File: config.mk
export PLATFORM = sky130hd
export DESIGN_NAME = mcc_channel_config
export DESIGN_NICKNAME = d
export VERILOG_FILES = /design/src/mcc_channel_config.v
export VERILOG_INCLUDE_DIRS = /design/src
export SDC_FILE = /design/constraint.sdc
export NUM_CORES = 1
export LEC_CHECK = 0
export BUFFER_PORTS_ARGS = -buffer_cell sky130_fd_sc_hd__buf_2
export CAP_MARGIN = 20
export CORE_AREA = 2 2 241 243
export DETAILED_ROUTE_END_ITERATION = 10
export DIE_AREA = 0 0 243 245
export PLACE_DENSITY = 0.42
export SLEW_MARGIN = 20
export SYNTH_ARGS = -nofsm -noshare
export SYNTH_HDL_FRONTEND = slang
export SYNTH_SLANG_ARGS = --single-unit
File: constraint.sdc
create_clock -name aclk -period 5.2 [get_ports aclk]
set_input_delay 0.26 -clock aclk [delete_from_list [all_inputs] [get_ports aclk]]
set_output_delay 0.26 -clock aclk [all_outputs]
set_load 0.02 [all_outputs]
File: src/mcc_map.vh
// register map, field positions and counts of the metering channel configuration block
`ifndef MCC_MAP_VH
`define MCC_MAP_VH

`define MCC_ADDR_W        8
`define MCC_DATA_W        32
`define MCC_CFG_W         16
`define MCC_CFG_OFS       8'h00
`define MCC_STAT_OFS      8'h04
`define MCC_WORD_LSB      2

`define MCC_INTEG_BIT     0
`define MCC_SWAP_BIT      3
`define MCC_VGND_BIT      4
`define MCC_IGND_BIT      5
`define MCC_FDP_BIT       6
`define MCC_SOFT_RESET_TRIGGER_BIT     7
`define MCC_SELA_LSB      8
`define MCC_SELB_LSB      10
`define MCC_SELC_LSB      12
`define MCC_SEL_W         2

`define MCC_CFG_MASK      16'h3F79
`define MCC_CFG_RESET     16'h0000
`define MCC_SEL_RSVD      2'h3
`define MCC_SEL_DEFAULT   2'h0

`define MCC_PHASE_A       2'h0
`define MCC_PHASE_B       2'h1
`define MCC_PHASE_C       2'h2
`define MCC_NUM_PHASES    3'h3

`define MCC_STAT_BUSY_BIT 0
`define MCC_STAT_PA_LSB   2
`define MCC_STAT_PB_LSB   4
`define MCC_STAT_PC_LSB   6
`define MCC_STAT_W        8

`define MCC_SAMPLE_W      24
`define MCC_VBUS_W        72
`define MCC_IBUS_W        96
`define MCC_NEUTRAL_IDX   3

`define MCC_SOFT_RESET_TRIGGER_CYCLES  5'h10
`define MCC_CNT_W         5

`define MCC_RESP_OKAY     2'h0
`define MCC_RESP_SLVERR   2'h2

`endif

File: src/mcc_channel_config.v
// channel configuration register with AXI4-Lite access and the steering it applies
//
// Local design decisions: the register offsets and register access over AXI4-Lite.
`timescale 1ns/1ps
`default_nettype none
`include "mcc_map.vh"

module mcc_channel_config (
    input  wire                        aclk,
    input  wire                        aresetn,
    input  wire [`MCC_ADDR_W-1:0]      s_axi_awaddr,
    input  wire                        s_axi_awvalid,
    output wire                        s_axi_awready,
    input  wire [`MCC_DATA_W-1:0]      s_axi_wdata,
    input  wire [3:0]                  s_axi_wstrb,
    input  wire                        s_axi_wvalid,
    output wire                        s_axi_wready,
    output reg  [1:0]                  s_axi_bresp,
    output reg                         s_axi_bvalid,
    input  wire                        s_axi_bready,
    input  wire [`MCC_ADDR_W-1:0]      s_axi_araddr,
    input  wire                        s_axi_arvalid,
    output wire                        s_axi_arready,
    output reg  [`MCC_DATA_W-1:0]      s_axi_rdata,
    output reg  [1:0]                  s_axi_rresp,
    output reg                         s_axi_rvalid,
    input  wire                        s_axi_rready,
    input  wire [`MCC_VBUS_W-1:0]      volt_in,
    input  wire [`MCC_IBUS_W-1:0]      cur_in,
    input  wire [`MCC_IBUS_W-1:0]      cur_integ_in,
    input  wire                        fast_port_clock_in,
    input  wire                        third_pulse_in,
    output reg  [`MCC_VBUS_W-1:0]      volt_res,
    output reg  [`MCC_IBUS_W-1:0]      cur_res,
    output reg  [`MCC_VBUS_W-1:0]      pwr_volt,
    output wire                        integrator_on,
    output wire                        voltage_adc_grounded,
    output wire                        current_adc_grounded,
    output wire                        fast_data_port_on,
    output reg                         shared_pin_out,
    output wire                        soft_reset_out
);

    // phase paired with a current: base phase advanced by the code, reserved code as default
    function [1:0] mcc_pair_phase;
        input [1:0] code;
        input [1:0] base;
        reg   [2:0] sum;
        begin
            if (code == `MCC_SEL_RSVD) begin
                sum = {1'b0, base} + {1'b0, `MCC_SEL_DEFAULT};
            end else begin
                sum = {1'b0, base} + {1'b0, code};
            end
            if (sum >= `MCC_NUM_PHASES) begin
                sum = sum - `MCC_NUM_PHASES;
            end
            mcc_pair_phase = sum[1:0];
        end
    endfunction

    // voltage sample of one phase out of the packed voltage bus
    function [`MCC_SAMPLE_W-1:0] mcc_pick_volt;
        input [1:0]             phase;
        input [`MCC_VBUS_W-1:0] vbus;
        begin
            case (phase)
                `MCC_PHASE_A: begin
                    mcc_pick_volt = vbus[0 +: `MCC_SAMPLE_W];
                end
                `MCC_PHASE_B: begin
                    mcc_pick_volt = vbus[`MCC_SAMPLE_W +: `MCC_SAMPLE_W];
                end
                `MCC_PHASE_C: begin
                    mcc_pick_volt = vbus[2*`MCC_SAMPLE_W +: `MCC_SAMPLE_W];
                end
                default: begin
                    mcc_pick_volt = vbus[0 +: `MCC_SAMPLE_W];
                end
            endcase
        end
    endfunction

    // registers reachable over the bus
    localparam [1:0] ADDR_SEL_CFG  = 2'b00;
    localparam [1:0] ADDR_SEL_STAT = 2'b01;
    localparam [1:0] ADDR_SEL_NONE = 2'b10;

    // register picked by a byte address; the byte-lane bits take no part
    function [1:0] mcc_addr_sel;
        input [`MCC_ADDR_W-1:0] addr;
        reg   [`MCC_ADDR_W-1:0] cfg_ofs;
        reg   [`MCC_ADDR_W-1:0] stat_ofs;
        begin
            cfg_ofs  = `MCC_CFG_OFS;
            stat_ofs = `MCC_STAT_OFS;
            if (addr[`MCC_ADDR_W-1:`MCC_WORD_LSB]
                == cfg_ofs[`MCC_ADDR_W-1:`MCC_WORD_LSB]) begin
                mcc_addr_sel = ADDR_SEL_CFG;
            end else if (addr[`MCC_ADDR_W-1:`MCC_WORD_LSB]
                         == stat_ofs[`MCC_ADDR_W-1:`MCC_WORD_LSB]) begin
                mcc_addr_sel = ADDR_SEL_STAT;
            end else begin
                mcc_addr_sel = ADDR_SEL_NONE;
            end
        end
    endfunction

    reg  [`MCC_CFG_W-1:0]   cfg_reg;
    reg  [`MCC_CFG_W-1:0]   cfg_next;
    reg  [`MCC_CNT_W-1:0]   soft_reset_trigger_cnt_reg;
    reg  [`MCC_CNT_W-1:0]   soft_reset_trigger_cnt_next;
    reg                     aw_held_reg;
    reg  [`MCC_ADDR_W-1:0]  aw_addr_reg;
    reg                     w_held_reg;
    reg  [`MCC_DATA_W-1:0]  w_data_reg;
    reg  [3:0]              w_strb_reg;
    wire                    aw_take;
    wire                    w_take;
    wire                    ar_take;
    wire                    wr_fire;
    wire                    wr_cfg_hit;
    wire                    wr_map_hit;
    wire                    soft_reset_trigger_req;
    wire [1:0]              pair_phase [0:2];
    wire [`MCC_DATA_W-1:0]  stat_word;
    wire [`MCC_DATA_W-1:0]  cfg_word;
    wire [`MCC_VBUS_W-1:0]  volt_eff;
    wire [`MCC_IBUS_W-1:0]  cur_eff;
    wire [1:0]              wr_sel;
    wire [1:0]              rd_sel;
    reg                     soft_reset_trigger_busy_reg;
    wire [`MCC_VBUS_W-1:0]  volt_res_next;
    wire [`MCC_IBUS_W-1:0]  cur_res_next;
    wire [`MCC_VBUS_W-1:0]  pwr_volt_next;

    // bus handshakes: write address and data each held until the write fires, none accepted again until the response is taken
    assign s_axi_awready = ~aw_held_reg & ~s_axi_bvalid;
    assign s_axi_wready  = ~w_held_reg & ~s_axi_bvalid;
    assign s_axi_arready = ~s_axi_rvalid;
    assign aw_take       = s_axi_awvalid & s_axi_awready;
    assign w_take        = s_axi_wvalid & s_axi_wready;
    assign ar_take       = s_axi_arvalid & s_axi_arready;
    assign wr_fire       = aw_held_reg & w_held_reg & ~s_axi_bvalid;
    assign wr_sel        = mcc_addr_sel(aw_addr_reg);
    assign rd_sel        = mcc_addr_sel(s_axi_araddr);
    assign wr_cfg_hit    = (wr_sel == ADDR_SEL_CFG);
    assign wr_map_hit    = (wr_sel != ADDR_SEL_NONE);
    assign soft_reset_trigger_req     = wr_fire & wr_cfg_hit & w_strb_reg[0]
                         & w_data_reg[`MCC_SOFT_RESET_TRIGGER_BIT];

    always @(posedge aclk) begin
        if (!aresetn) begin
            aw_held_reg <= 1'b0;
            aw_addr_reg <= {`MCC_ADDR_W{1'b0}};
            w_held_reg  <= 1'b0;
            w_data_reg  <= {`MCC_DATA_W{1'b0}};
            w_strb_reg  <= 4'h0;
        end else begin
            if (aw_take) begin
                aw_held_reg <= 1'b1;
                aw_addr_reg <= s_axi_awaddr;
            end else if (wr_fire) begin
                aw_held_reg <= 1'b0;
            end
            if (w_take) begin
                w_held_reg <= 1'b1;
                w_data_reg <= s_axi_wdata;
                w_strb_reg <= s_axi_wstrb;
            end else if (wr_fire) begin
                w_held_reg <= 1'b0;
            end
        end
    end

    // register update: reserved bits and the self-clearing reset bit never stored
    always @* begin
        cfg_next       = cfg_reg;
        soft_reset_trigger_cnt_next = soft_reset_trigger_cnt_reg;
        if (soft_reset_trigger_cnt_reg != {`MCC_CNT_W{1'b0}}) begin
            soft_reset_trigger_cnt_next = soft_reset_trigger_cnt_reg - 1'b1;
        end
        if (soft_reset_trigger_req) begin
            cfg_next       = `MCC_CFG_RESET;
            soft_reset_trigger_cnt_next = `MCC_SOFT_RESET_TRIGGER_CYCLES;
        end else if (wr_fire && wr_cfg_hit) begin
            if (w_strb_reg[0]) begin
                cfg_next[7:0] = w_data_reg[7:0];
            end
            if (w_strb_reg[1]) begin
                cfg_next[15:8] = w_data_reg[15:8];
            end
            cfg_next = cfg_next & `MCC_CFG_MASK;
        end
    end

    always @(posedge aclk) begin
        if (!aresetn) begin
            cfg_reg       <= `MCC_CFG_RESET;
            soft_reset_trigger_cnt_reg <= {`MCC_CNT_W{1'b0}};
        end else begin
            cfg_reg       <= cfg_next;
            soft_reset_trigger_cnt_reg <= soft_reset_trigger_cnt_next;
        end
    end

    // soft reset level held in a flip-flop so the output carries no decode glitch
    always @(posedge aclk) begin
        if (!aresetn) begin
            soft_reset_trigger_busy_reg <= 1'b0;
        end else begin
            soft_reset_trigger_busy_reg <= (soft_reset_trigger_cnt_next != {`MCC_CNT_W{1'b0}});
        end
    end

    // write response one cycle after both channels are held
    always @(posedge aclk) begin
        if (!aresetn) begin
            s_axi_bvalid <= 1'b0;
            s_axi_bresp  <= `MCC_RESP_OKAY;
        end else begin
            if (wr_fire) begin
                s_axi_bvalid <= 1'b1;
                s_axi_bresp  <= wr_map_hit ? `MCC_RESP_OKAY : `MCC_RESP_SLVERR;
            end else if (s_axi_bready) begin
                s_axi_bvalid <= 1'b0;
            end
        end
    end

    // readback words
    assign cfg_word  = {{(`MCC_DATA_W-`MCC_CFG_W){1'b0}}, cfg_reg};
    assign stat_word = {{(`MCC_DATA_W-`MCC_STAT_W){1'b0}},
                        pair_phase[2],
                        pair_phase[1],
                        pair_phase[0],
                        1'b0,
                        soft_reset_out};

    always @(posedge aclk) begin
        if (!aresetn) begin
            s_axi_rvalid <= 1'b0;
            s_axi_rdata  <= {`MCC_DATA_W{1'b0}};
            s_axi_rresp  <= `MCC_RESP_OKAY;
        end else begin
            if (ar_take) begin
                s_axi_rvalid <= 1'b1;
                case (rd_sel)
                    ADDR_SEL_CFG: begin
                        s_axi_rdata <= cfg_word;
                        s_axi_rresp <= `MCC_RESP_OKAY;
                    end
                    ADDR_SEL_STAT: begin
                        s_axi_rdata <= stat_word;
                        s_axi_rresp <= `MCC_RESP_OKAY;
                    end
                    default: begin
                        s_axi_rdata <= {`MCC_DATA_W{1'b0}};
                        s_axi_rresp <= `MCC_RESP_SLVERR;
                    end
                endcase
            end else if (s_axi_rready) begin
                s_axi_rvalid <= 1'b0;
            end
        end
    end

    // control levels straight from the stored fields; soft reset level from its busy flip-flop
    assign integrator_on        = cfg_reg[`MCC_INTEG_BIT];
    assign voltage_adc_grounded = cfg_reg[`MCC_VGND_BIT];
    assign current_adc_grounded = cfg_reg[`MCC_IGND_BIT];
    assign fast_data_port_on    = cfg_reg[`MCC_FDP_BIT];
    assign soft_reset_out       = soft_reset_trigger_busy_reg;

    // power-path pairing of each phase current
    assign pair_phase[0] = mcc_pair_phase(cfg_reg[`MCC_SELA_LSB +: `MCC_SEL_W],
                                          `MCC_PHASE_A);
    assign pair_phase[1] = mcc_pair_phase(cfg_reg[`MCC_SELB_LSB +: `MCC_SEL_W],
                                          `MCC_PHASE_B);
    assign pair_phase[2] = mcc_pair_phase(cfg_reg[`MCC_SELC_LSB +: `MCC_SEL_W],
                                          `MCC_PHASE_C);

    // converter grounding and integrator choice
    assign volt_eff = voltage_adc_grounded ? {`MCC_VBUS_W{1'b0}} : volt_in;
    assign cur_eff  = current_adc_grounded ? {`MCC_IBUS_W{1'b0}}
                    : (integrator_on ? cur_integ_in : cur_in);

    genvar ph;
    generate
        for (ph = 0; ph < `MCC_NUM_PHASES; ph = ph + 1) begin : g_phase
            assign volt_res_next[ph*`MCC_SAMPLE_W +: `MCC_SAMPLE_W] = cfg_reg[`MCC_SWAP_BIT]
                ? cur_eff[ph*`MCC_SAMPLE_W +: `MCC_SAMPLE_W]
                : volt_eff[ph*`MCC_SAMPLE_W +: `MCC_SAMPLE_W];
            assign cur_res_next[ph*`MCC_SAMPLE_W +: `MCC_SAMPLE_W] = cfg_reg[`MCC_SWAP_BIT]
                ? volt_eff[ph*`MCC_SAMPLE_W +: `MCC_SAMPLE_W]
                : cur_eff[ph*`MCC_SAMPLE_W +: `MCC_SAMPLE_W];
            assign pwr_volt_next[ph*`MCC_SAMPLE_W +: `MCC_SAMPLE_W] =
                mcc_pick_volt(pair_phase[ph], volt_eff);
        end
    endgenerate

    // neutral current has no voltage partner and is never exchanged
    assign cur_res_next[`MCC_NEUTRAL_IDX*`MCC_SAMPLE_W +: `MCC_SAMPLE_W] =
        cur_eff[`MCC_NEUTRAL_IDX*`MCC_SAMPLE_W +: `MCC_SAMPLE_W];

    always @(posedge aclk) begin
        if (!aresetn) begin
            volt_res <= {`MCC_VBUS_W{1'b0}};
            cur_res  <= {`MCC_IBUS_W{1'b0}};
            pwr_volt <= {`MCC_VBUS_W{1'b0}};
        end else begin
            volt_res <= volt_res_next;
            cur_res  <= cur_res_next;
            pwr_volt <= pwr_volt_next;
        end
    end

    // shared pin: fast port clock or third pulse output
    always @(posedge aclk) begin
        if (!aresetn) begin
            shared_pin_out <= 1'b0;
        end else if (fast_data_port_on) begin
            shared_pin_out <= fast_port_clock_in;
        end else begin
            shared_pin_out <= third_pulse_in;
        end
    end

endmodule // mcc_channel_config
`default_nettype wire

**After elaboration in Yosys (flattened, before gate mapping)**

Index checks and enable logic that the tools add are counted.

- Add/sub/neg operators: 6
- Bitwise logic cells: 15
- Equal/unequal tests: 13
- Reduce and logical (&&, ||, !) cells: 16
- Mux-type cells: 35
- $lt $le $gt $ge: 3

Operator list:

| kind | number |
|---|---|
| $mux W24 | 6 |
| $mux W72 | 2 |
| $pmux W24 S2 | 3 |
| $mux W96 | 1 |
| $pmux W14 S2 | 1 |
| $mux W2 | 10 |
| $eq A2 B2 Y1 const B | 6 |
| $eq A6 B1 Y1 const B | 2 |
| $logic_not A6 Y1 | 2 |
| $and A1 B1 Y1 | 10 |
| $mux W5 | 2 |
| $reduce_bool A5 Y1 | 2 |
| $ge A3 B2 Y1 const B | 3 |
| $eq A2 B1 Y1 const B | 4 |
| $mux W1 | 8 |
| $reduce_bool A2 Y1 | 4 |
| $mux W3 | 2 |
| $reduce_or A2 Y1 | 3 |
| $sub A2 B2 Y2 const B | 3 |
| $not A1 Y1 | 5 |
| $sub A5 B1 Y5 const B | 1 |
| $logic_not A2 Y1 | 2 |
| $reduce_and A2 Y1 | 2 |
| $add A1 B2 Y3 const A | 1 |
| other kinds (3) | 3 |

- Register bits: 322
- Input bits: 325

**Longest topological paths before layout**

- Depth in word-level cells: 9
- Depth in mapped cells: 8
- Gate-level depth less buffers: 6

**Worst setup path after synthesis**

OpenSTA, ideal clock, no wires.

- Path type: register to register
- Start: reg soft_reset_trigger_cnt_reg[0]
- End: reg soft_reset_trigger_busy_reg (netlist: soft_reset_out)
- Stages on the path, launching flop included: 5
- Data required time: 5.078 ns
- Path slack: 3.543 ns
- Setup time: 0.122 ns
- Arrival: 1.535 ns
- Cells stage by stage: dfxtp_1 -> inv_1 -> ha_1 -> or4b_2 -> a311o_1

- Cells in the longest elaborated chain, start to end: 4
- Elaborated cells between the ends (all ways): 5

RTL lines:

| what | line | text |
|---|---|---|
| from (decl) | mcc_channel_config.v:111 | `` reg [`MCC_CNT_W-1:0] soft_reset_trigger_cnt_reg; `` |
| from (signal assigned) | mcc_channel_config.v:200 | `` soft_reset_trigger_cnt_reg <= {`MCC_CNT_W{1'b0}}; `` |
| from (signal assigned) | mcc_channel_config.v:203 | `soft_reset_trigger_cnt_reg <= soft_reset_trigger_cnt_next;` |
| $sub A5 B1 Y5 / $reduce_bool A5 Y1 (equally long branches) | mcc_channel_config.v:181, mcc_channel_config.v:180 |  |
| $mux W5 (*) | mcc_channel_config.v:180 | `` if (soft_reset_trigger_cnt_reg != {`MCC_CNT_W{1'b0}}) begin `` |
| $mux W5 (*) | mcc_channel_config.v:183 | `if (soft_reset_trigger_req) begin` |
| $reduce_bool A5 Y1 (*) | mcc_channel_config.v:212 | `` soft_reset_trigger_busy_reg <= (soft_reset_trigger_cnt_next != {`MCC_CNT_W{1'b0}}); `` |
| to (signal assigned) | mcc_channel_config.v:212 |  |
| to (decl) | mcc_channel_config.v:132 | `reg soft_reset_trigger_busy_reg;` |

Every way passes the cells marked *; elsewhere a longest branch is shown, timed or not.
A chain may end at the register's enable or synchronous reset.

**Worst setup path after layout**

- Start: reg cfg_reg[3]
- End: reg volt_res[71]

- Cells in the longest elaborated chain, start to end: 1

RTL lines:

| what | line | text |
|---|---|---|
| from (decl) | mcc_channel_config.v:109 | `` reg [`MCC_CFG_W-1:0] cfg_reg; `` |
| from (signal assigned) | mcc_channel_config.v:199 | `` cfg_reg <= `MCC_CFG_RESET; `` |
| from (signal assigned) | mcc_channel_config.v:202 | `cfg_reg <= cfg_next;` |
| $mux W24 | mcc_channel_config.v:291 | `` assign volt_res_next[ph*`MCC_SAMPLE_W +: `MCC_SAMPLE_W] = cfg_reg[`MCC_SWAP_BIT] `` |
| to (signal assigned) | mcc_channel_config.v:308 | `` volt_res <= {`MCC_VBUS_W{1'b0}}; `` |
| to (signal assigned) | mcc_channel_config.v:312 | `volt_res <= volt_res_next;` |
| to (decl) | mcc_channel_config.v:33 | `` output reg [`MCC_VBUS_W-1:0] volt_res, `` |

Every way passes these cells.

==> flow_metrics.tcl <==
set metrics [dict create \
    outcome "finished clean" \
    synth_edf_count 0 \
    io_pins 612 \
    cts_root_buf "clkbuf_16" \
    setup_tns_ps 0 \
    finClkSkew_ps 13.6 \
    dp_hpwl_mm 42.6 \
    worstPathRequired_ps 5630 \
    setup_viol 0 \
    utilization 0.321 \
    drc 0 \
    fillers 6130 \
    synthDistinctLibCells 45 \
    gr-total-overflow 0 \
    cts_setup_buffers 0 \
    grt_pass1_vias 12300 \
    grt_pass1_wl_mm 84.7 \
    crit_fanout 90 \
    yosys_warnings 0 \
    syn_inst 1491 \
    antenna_found_initial 2 \
    dieArea_mm2 0.0595 \
    drt-initial-drc-count 741 \
    rsz0062_at_grt "false" \
    routed_wl_mm 59.2 \
    viasPerCell 4.64 \
    ir_worst_vdd_v 0.000185 \
    core.rowCount 88 \
    slowest_delay_ps 760 \
    max-cap-violations 0 \
    crit_type "flip-flop to flip-flop" \
    worst_pin_slew_ps 1080 \
    dr.pass1.iters 5 \
    cp_slowest_cell "inv_4" \
    synthFlopType "dfxtp_1" \
    p_leak_nw 8.20 \
    die_width_um 243 \
    hold_violations 0 \
    postRouteAntennaNets 0 \
    top_regs "cur_res: 96 flops, pwr_volt: 72 flops, volt_res: 72 flops" \
    ys_seq_area_frac 0.455 \
    avgSynthCellArea_um2 8.76 \
    core_mm2 0.0570 \
    numCtsBuffers 38 \
    drive_gt1_frac 0.313 \
    grt_start_max_net_pins 91 \
    critical_path_arrival_ps 3000 \
    final_max_slew_viol_count 0 \
    largest_register "cur_res" \
    relSlewSlack 0.277 \
    syn_area_mm2 0.0131 \
    fp.dieH_um 245 \
    cp_cell_sequence "inv_4 -> buf_4 -> nor3_1 -> a31oi_1 -> nor2b_1" \
    h-tree-depth 2 \
    clk_latency_ps 540 \
    cts.path.max_buffers 3 \
    tritoncts "built" \
    grtUsageTotal 0.189 \
    wl_per_cell_um 20.9 \
    nets 2376 \
    cts_hold_buf 73 \
    finalCriticalPeriod_ps 2570 \
    critPathCaptureType "flip-flop" \
    crit_path_start_kind "flip-flop" \
    start_util 0.229 \
    largest_reg_flops 96 \
    vias 13100 \
    finalCritPeriodShare 0.494 \
    min_path_type "input pin to flip-flop" \
    cts_sinks 297 \
    synth-seq-cells 297 \
    io_buffers 564 \
    gp_congestion 0.801 \
    path_clk_slew_ps 60 \
    syn_to_final_growth_pct 40.3 \
    cts_resized 0 \
    max_freq_mhz 389 \
    powerDensity_mw_per_mm2 330 \
    async_reset_ff_frac 0 \
]
cells in the final DEF, fill, tap and decap left out, types with 2 or more instances in the layout:
cell,count
a21boi_0,16
a21oi_1,73
a22oi_1,78
a31oi_1,74
a32oi_1,2
and2_1,7
and3_1,72
and3b_1,2
buf_2,563
buf_4,13
bufinv_16,4
clkbuf_1,10
clkbuf_16,40
clkbuf_8,4
clkinv_2,2
conb_1,21
dfxtp_1,294
dfxtp_4,3
diode_2,3
dlygate4sd3_1,73
ha_1,8
ha_2,3
inv_1,10
inv_4,2
mux2i_1,120
nand2_1,37
nand2b_1,4
nand4b_1,3
nor2_1,185
nor2b_1,90
nor3_1,148
o211a_1,2
o21a_1,72
o21ai_1,5
final cells by class:
class / instances / area (um^2) / share of cell area
Tap cell: 765 / 957 / 0.0523
Antenna cell: 3 / 7.51 / 0.000410
Clock buffer: 54 / 1090 / 0.0597
Timing Repair Buffer: 651 / 3680 / 0.201
Sequential cell: 297 / 5960 / 0.325
Multi-Input combinational cell: 1040 / 6430 / 0.351
Inverter: 12 / 50.0 / 0.00273
Clock inverter: 8 / 146 / 0.00799
metrics by stage:
step	instance area, um^2	cells	setup slack (ps)	hold slack, ps	power (W)
final	18300	2830	2630	47.4	0.00605
after global routing	18300	2829	2370	48.5	0.00633
after CTS	18300	2827	2580	23.7	0.00616
after detailed placement	16300	2692	2620	460	0.00338
after global placement	16300	2692	2620	454	0.00337
after floorplan	13100	1511	3540	398	0.00299
worst max-delay path: cells and delay by family, from the launching register on:
kind,cells,cell delay (ps)
compound gates,1,170
buf+inv,2,1370
flops,1,560
simple gates,2,190
final timing paths:
| check | cells after the start | slack (ps) | endpoint | start |
|---|---|---|---|---|
| setup / recovery | 5 | 2630 | volt_res[71]$_SDFF_PN0_ | cfg_reg[3]$_SDFFE_PP0N_ |
| hold / removal | 3 | 50 | pwr_volt[42]$_SDFF_PN0_ | volt_in[18] |
| setup reg to reg | 5 | 2630 | volt_res[71]$_SDFF_PN0_ | cfg_reg[3]$_SDFFE_PP0N_ |
| hold reg to reg | 2 | 460 | w_data_reg[3]$_SDFFE_PN0P_ | w_data_reg[3]$_SDFFE_PN0P_ |
metal layers:
metal | share of wire | global-route usage | vias to the layer above
met1 | 0.43 | 0.237 | 6307
li1 | - | - | 6306
met5 | 0 | 0 | -
met2 | 0.50 | 0.332 | 456
met4 | 0.020 | 0.0480 | 0
met3 | 0.056 | 0.0382 | 65
where the power goes:
group	total (W)	switching, W	internal [W]
Sequential	0.00247	0.0000557	0.00241
Combinational	0.000902	0.000537	0.000366
Clock	0.00269	0.00103	0.00165
Total	0.00605	0.00163	0.00443
kinds of logic (layout without fill, tap and decap cells):
group                      after synthesis  in the layout  share of synthesized area
and+or+nand+nor                        560            560                      0.216
AOI/OAI and AO/OA                      326            326                      0.166
DFF                                    297            297                      0.455
buffers and inverters                  174            725                     0.0586
muxes                                  120            120                     0.0920
adders and majority gates               11             11                     0.0105
xor gates and xnor gates                 2              2                    0.00134
other                                    1             24                   0.000287
cells in the mapped netlist, types with 2 or more instances:
master | number | area share
a21oi_1 | 73 | 0.028
clkbuf_1 | 116 | 0.033
nor3_1 | 148 | 0.057
o21ai_1 | 5 | 0.0019
a32oi_1 | 2 | 0.0013
nor2b_1 | 90 | 0.043
nand4b_1 | 3 | 0.0020
buf_1 | 7 | 0.0020
nor2_1 | 185 | 0.053
buf_2 | 14 | 0.0054
and3_1 | 72 | 0.035
nand2b_1 | 4 | 0.0019
a21boi_0 | 16 | 0.0092
and2_1 | 7 | 0.0034
o211a_1 | 2 | 0.0015
dfxtp_1 | 297 | 0.46
inv_1 | 10 | 0.0029
buf_4 | 25 | 0.014
a22oi_1 | 78 | 0.045
a31oi_1 | 74 | 0.035
ha_1 | 11 | 0.011
nand2_1 | 38 | 0.011
o21a_1 | 72 | 0.041
and3b_1 | 2 | 0.0013
mux2i_1 | 120 | 0.092
Note: power is estimated with default switching activity, not from simulation.
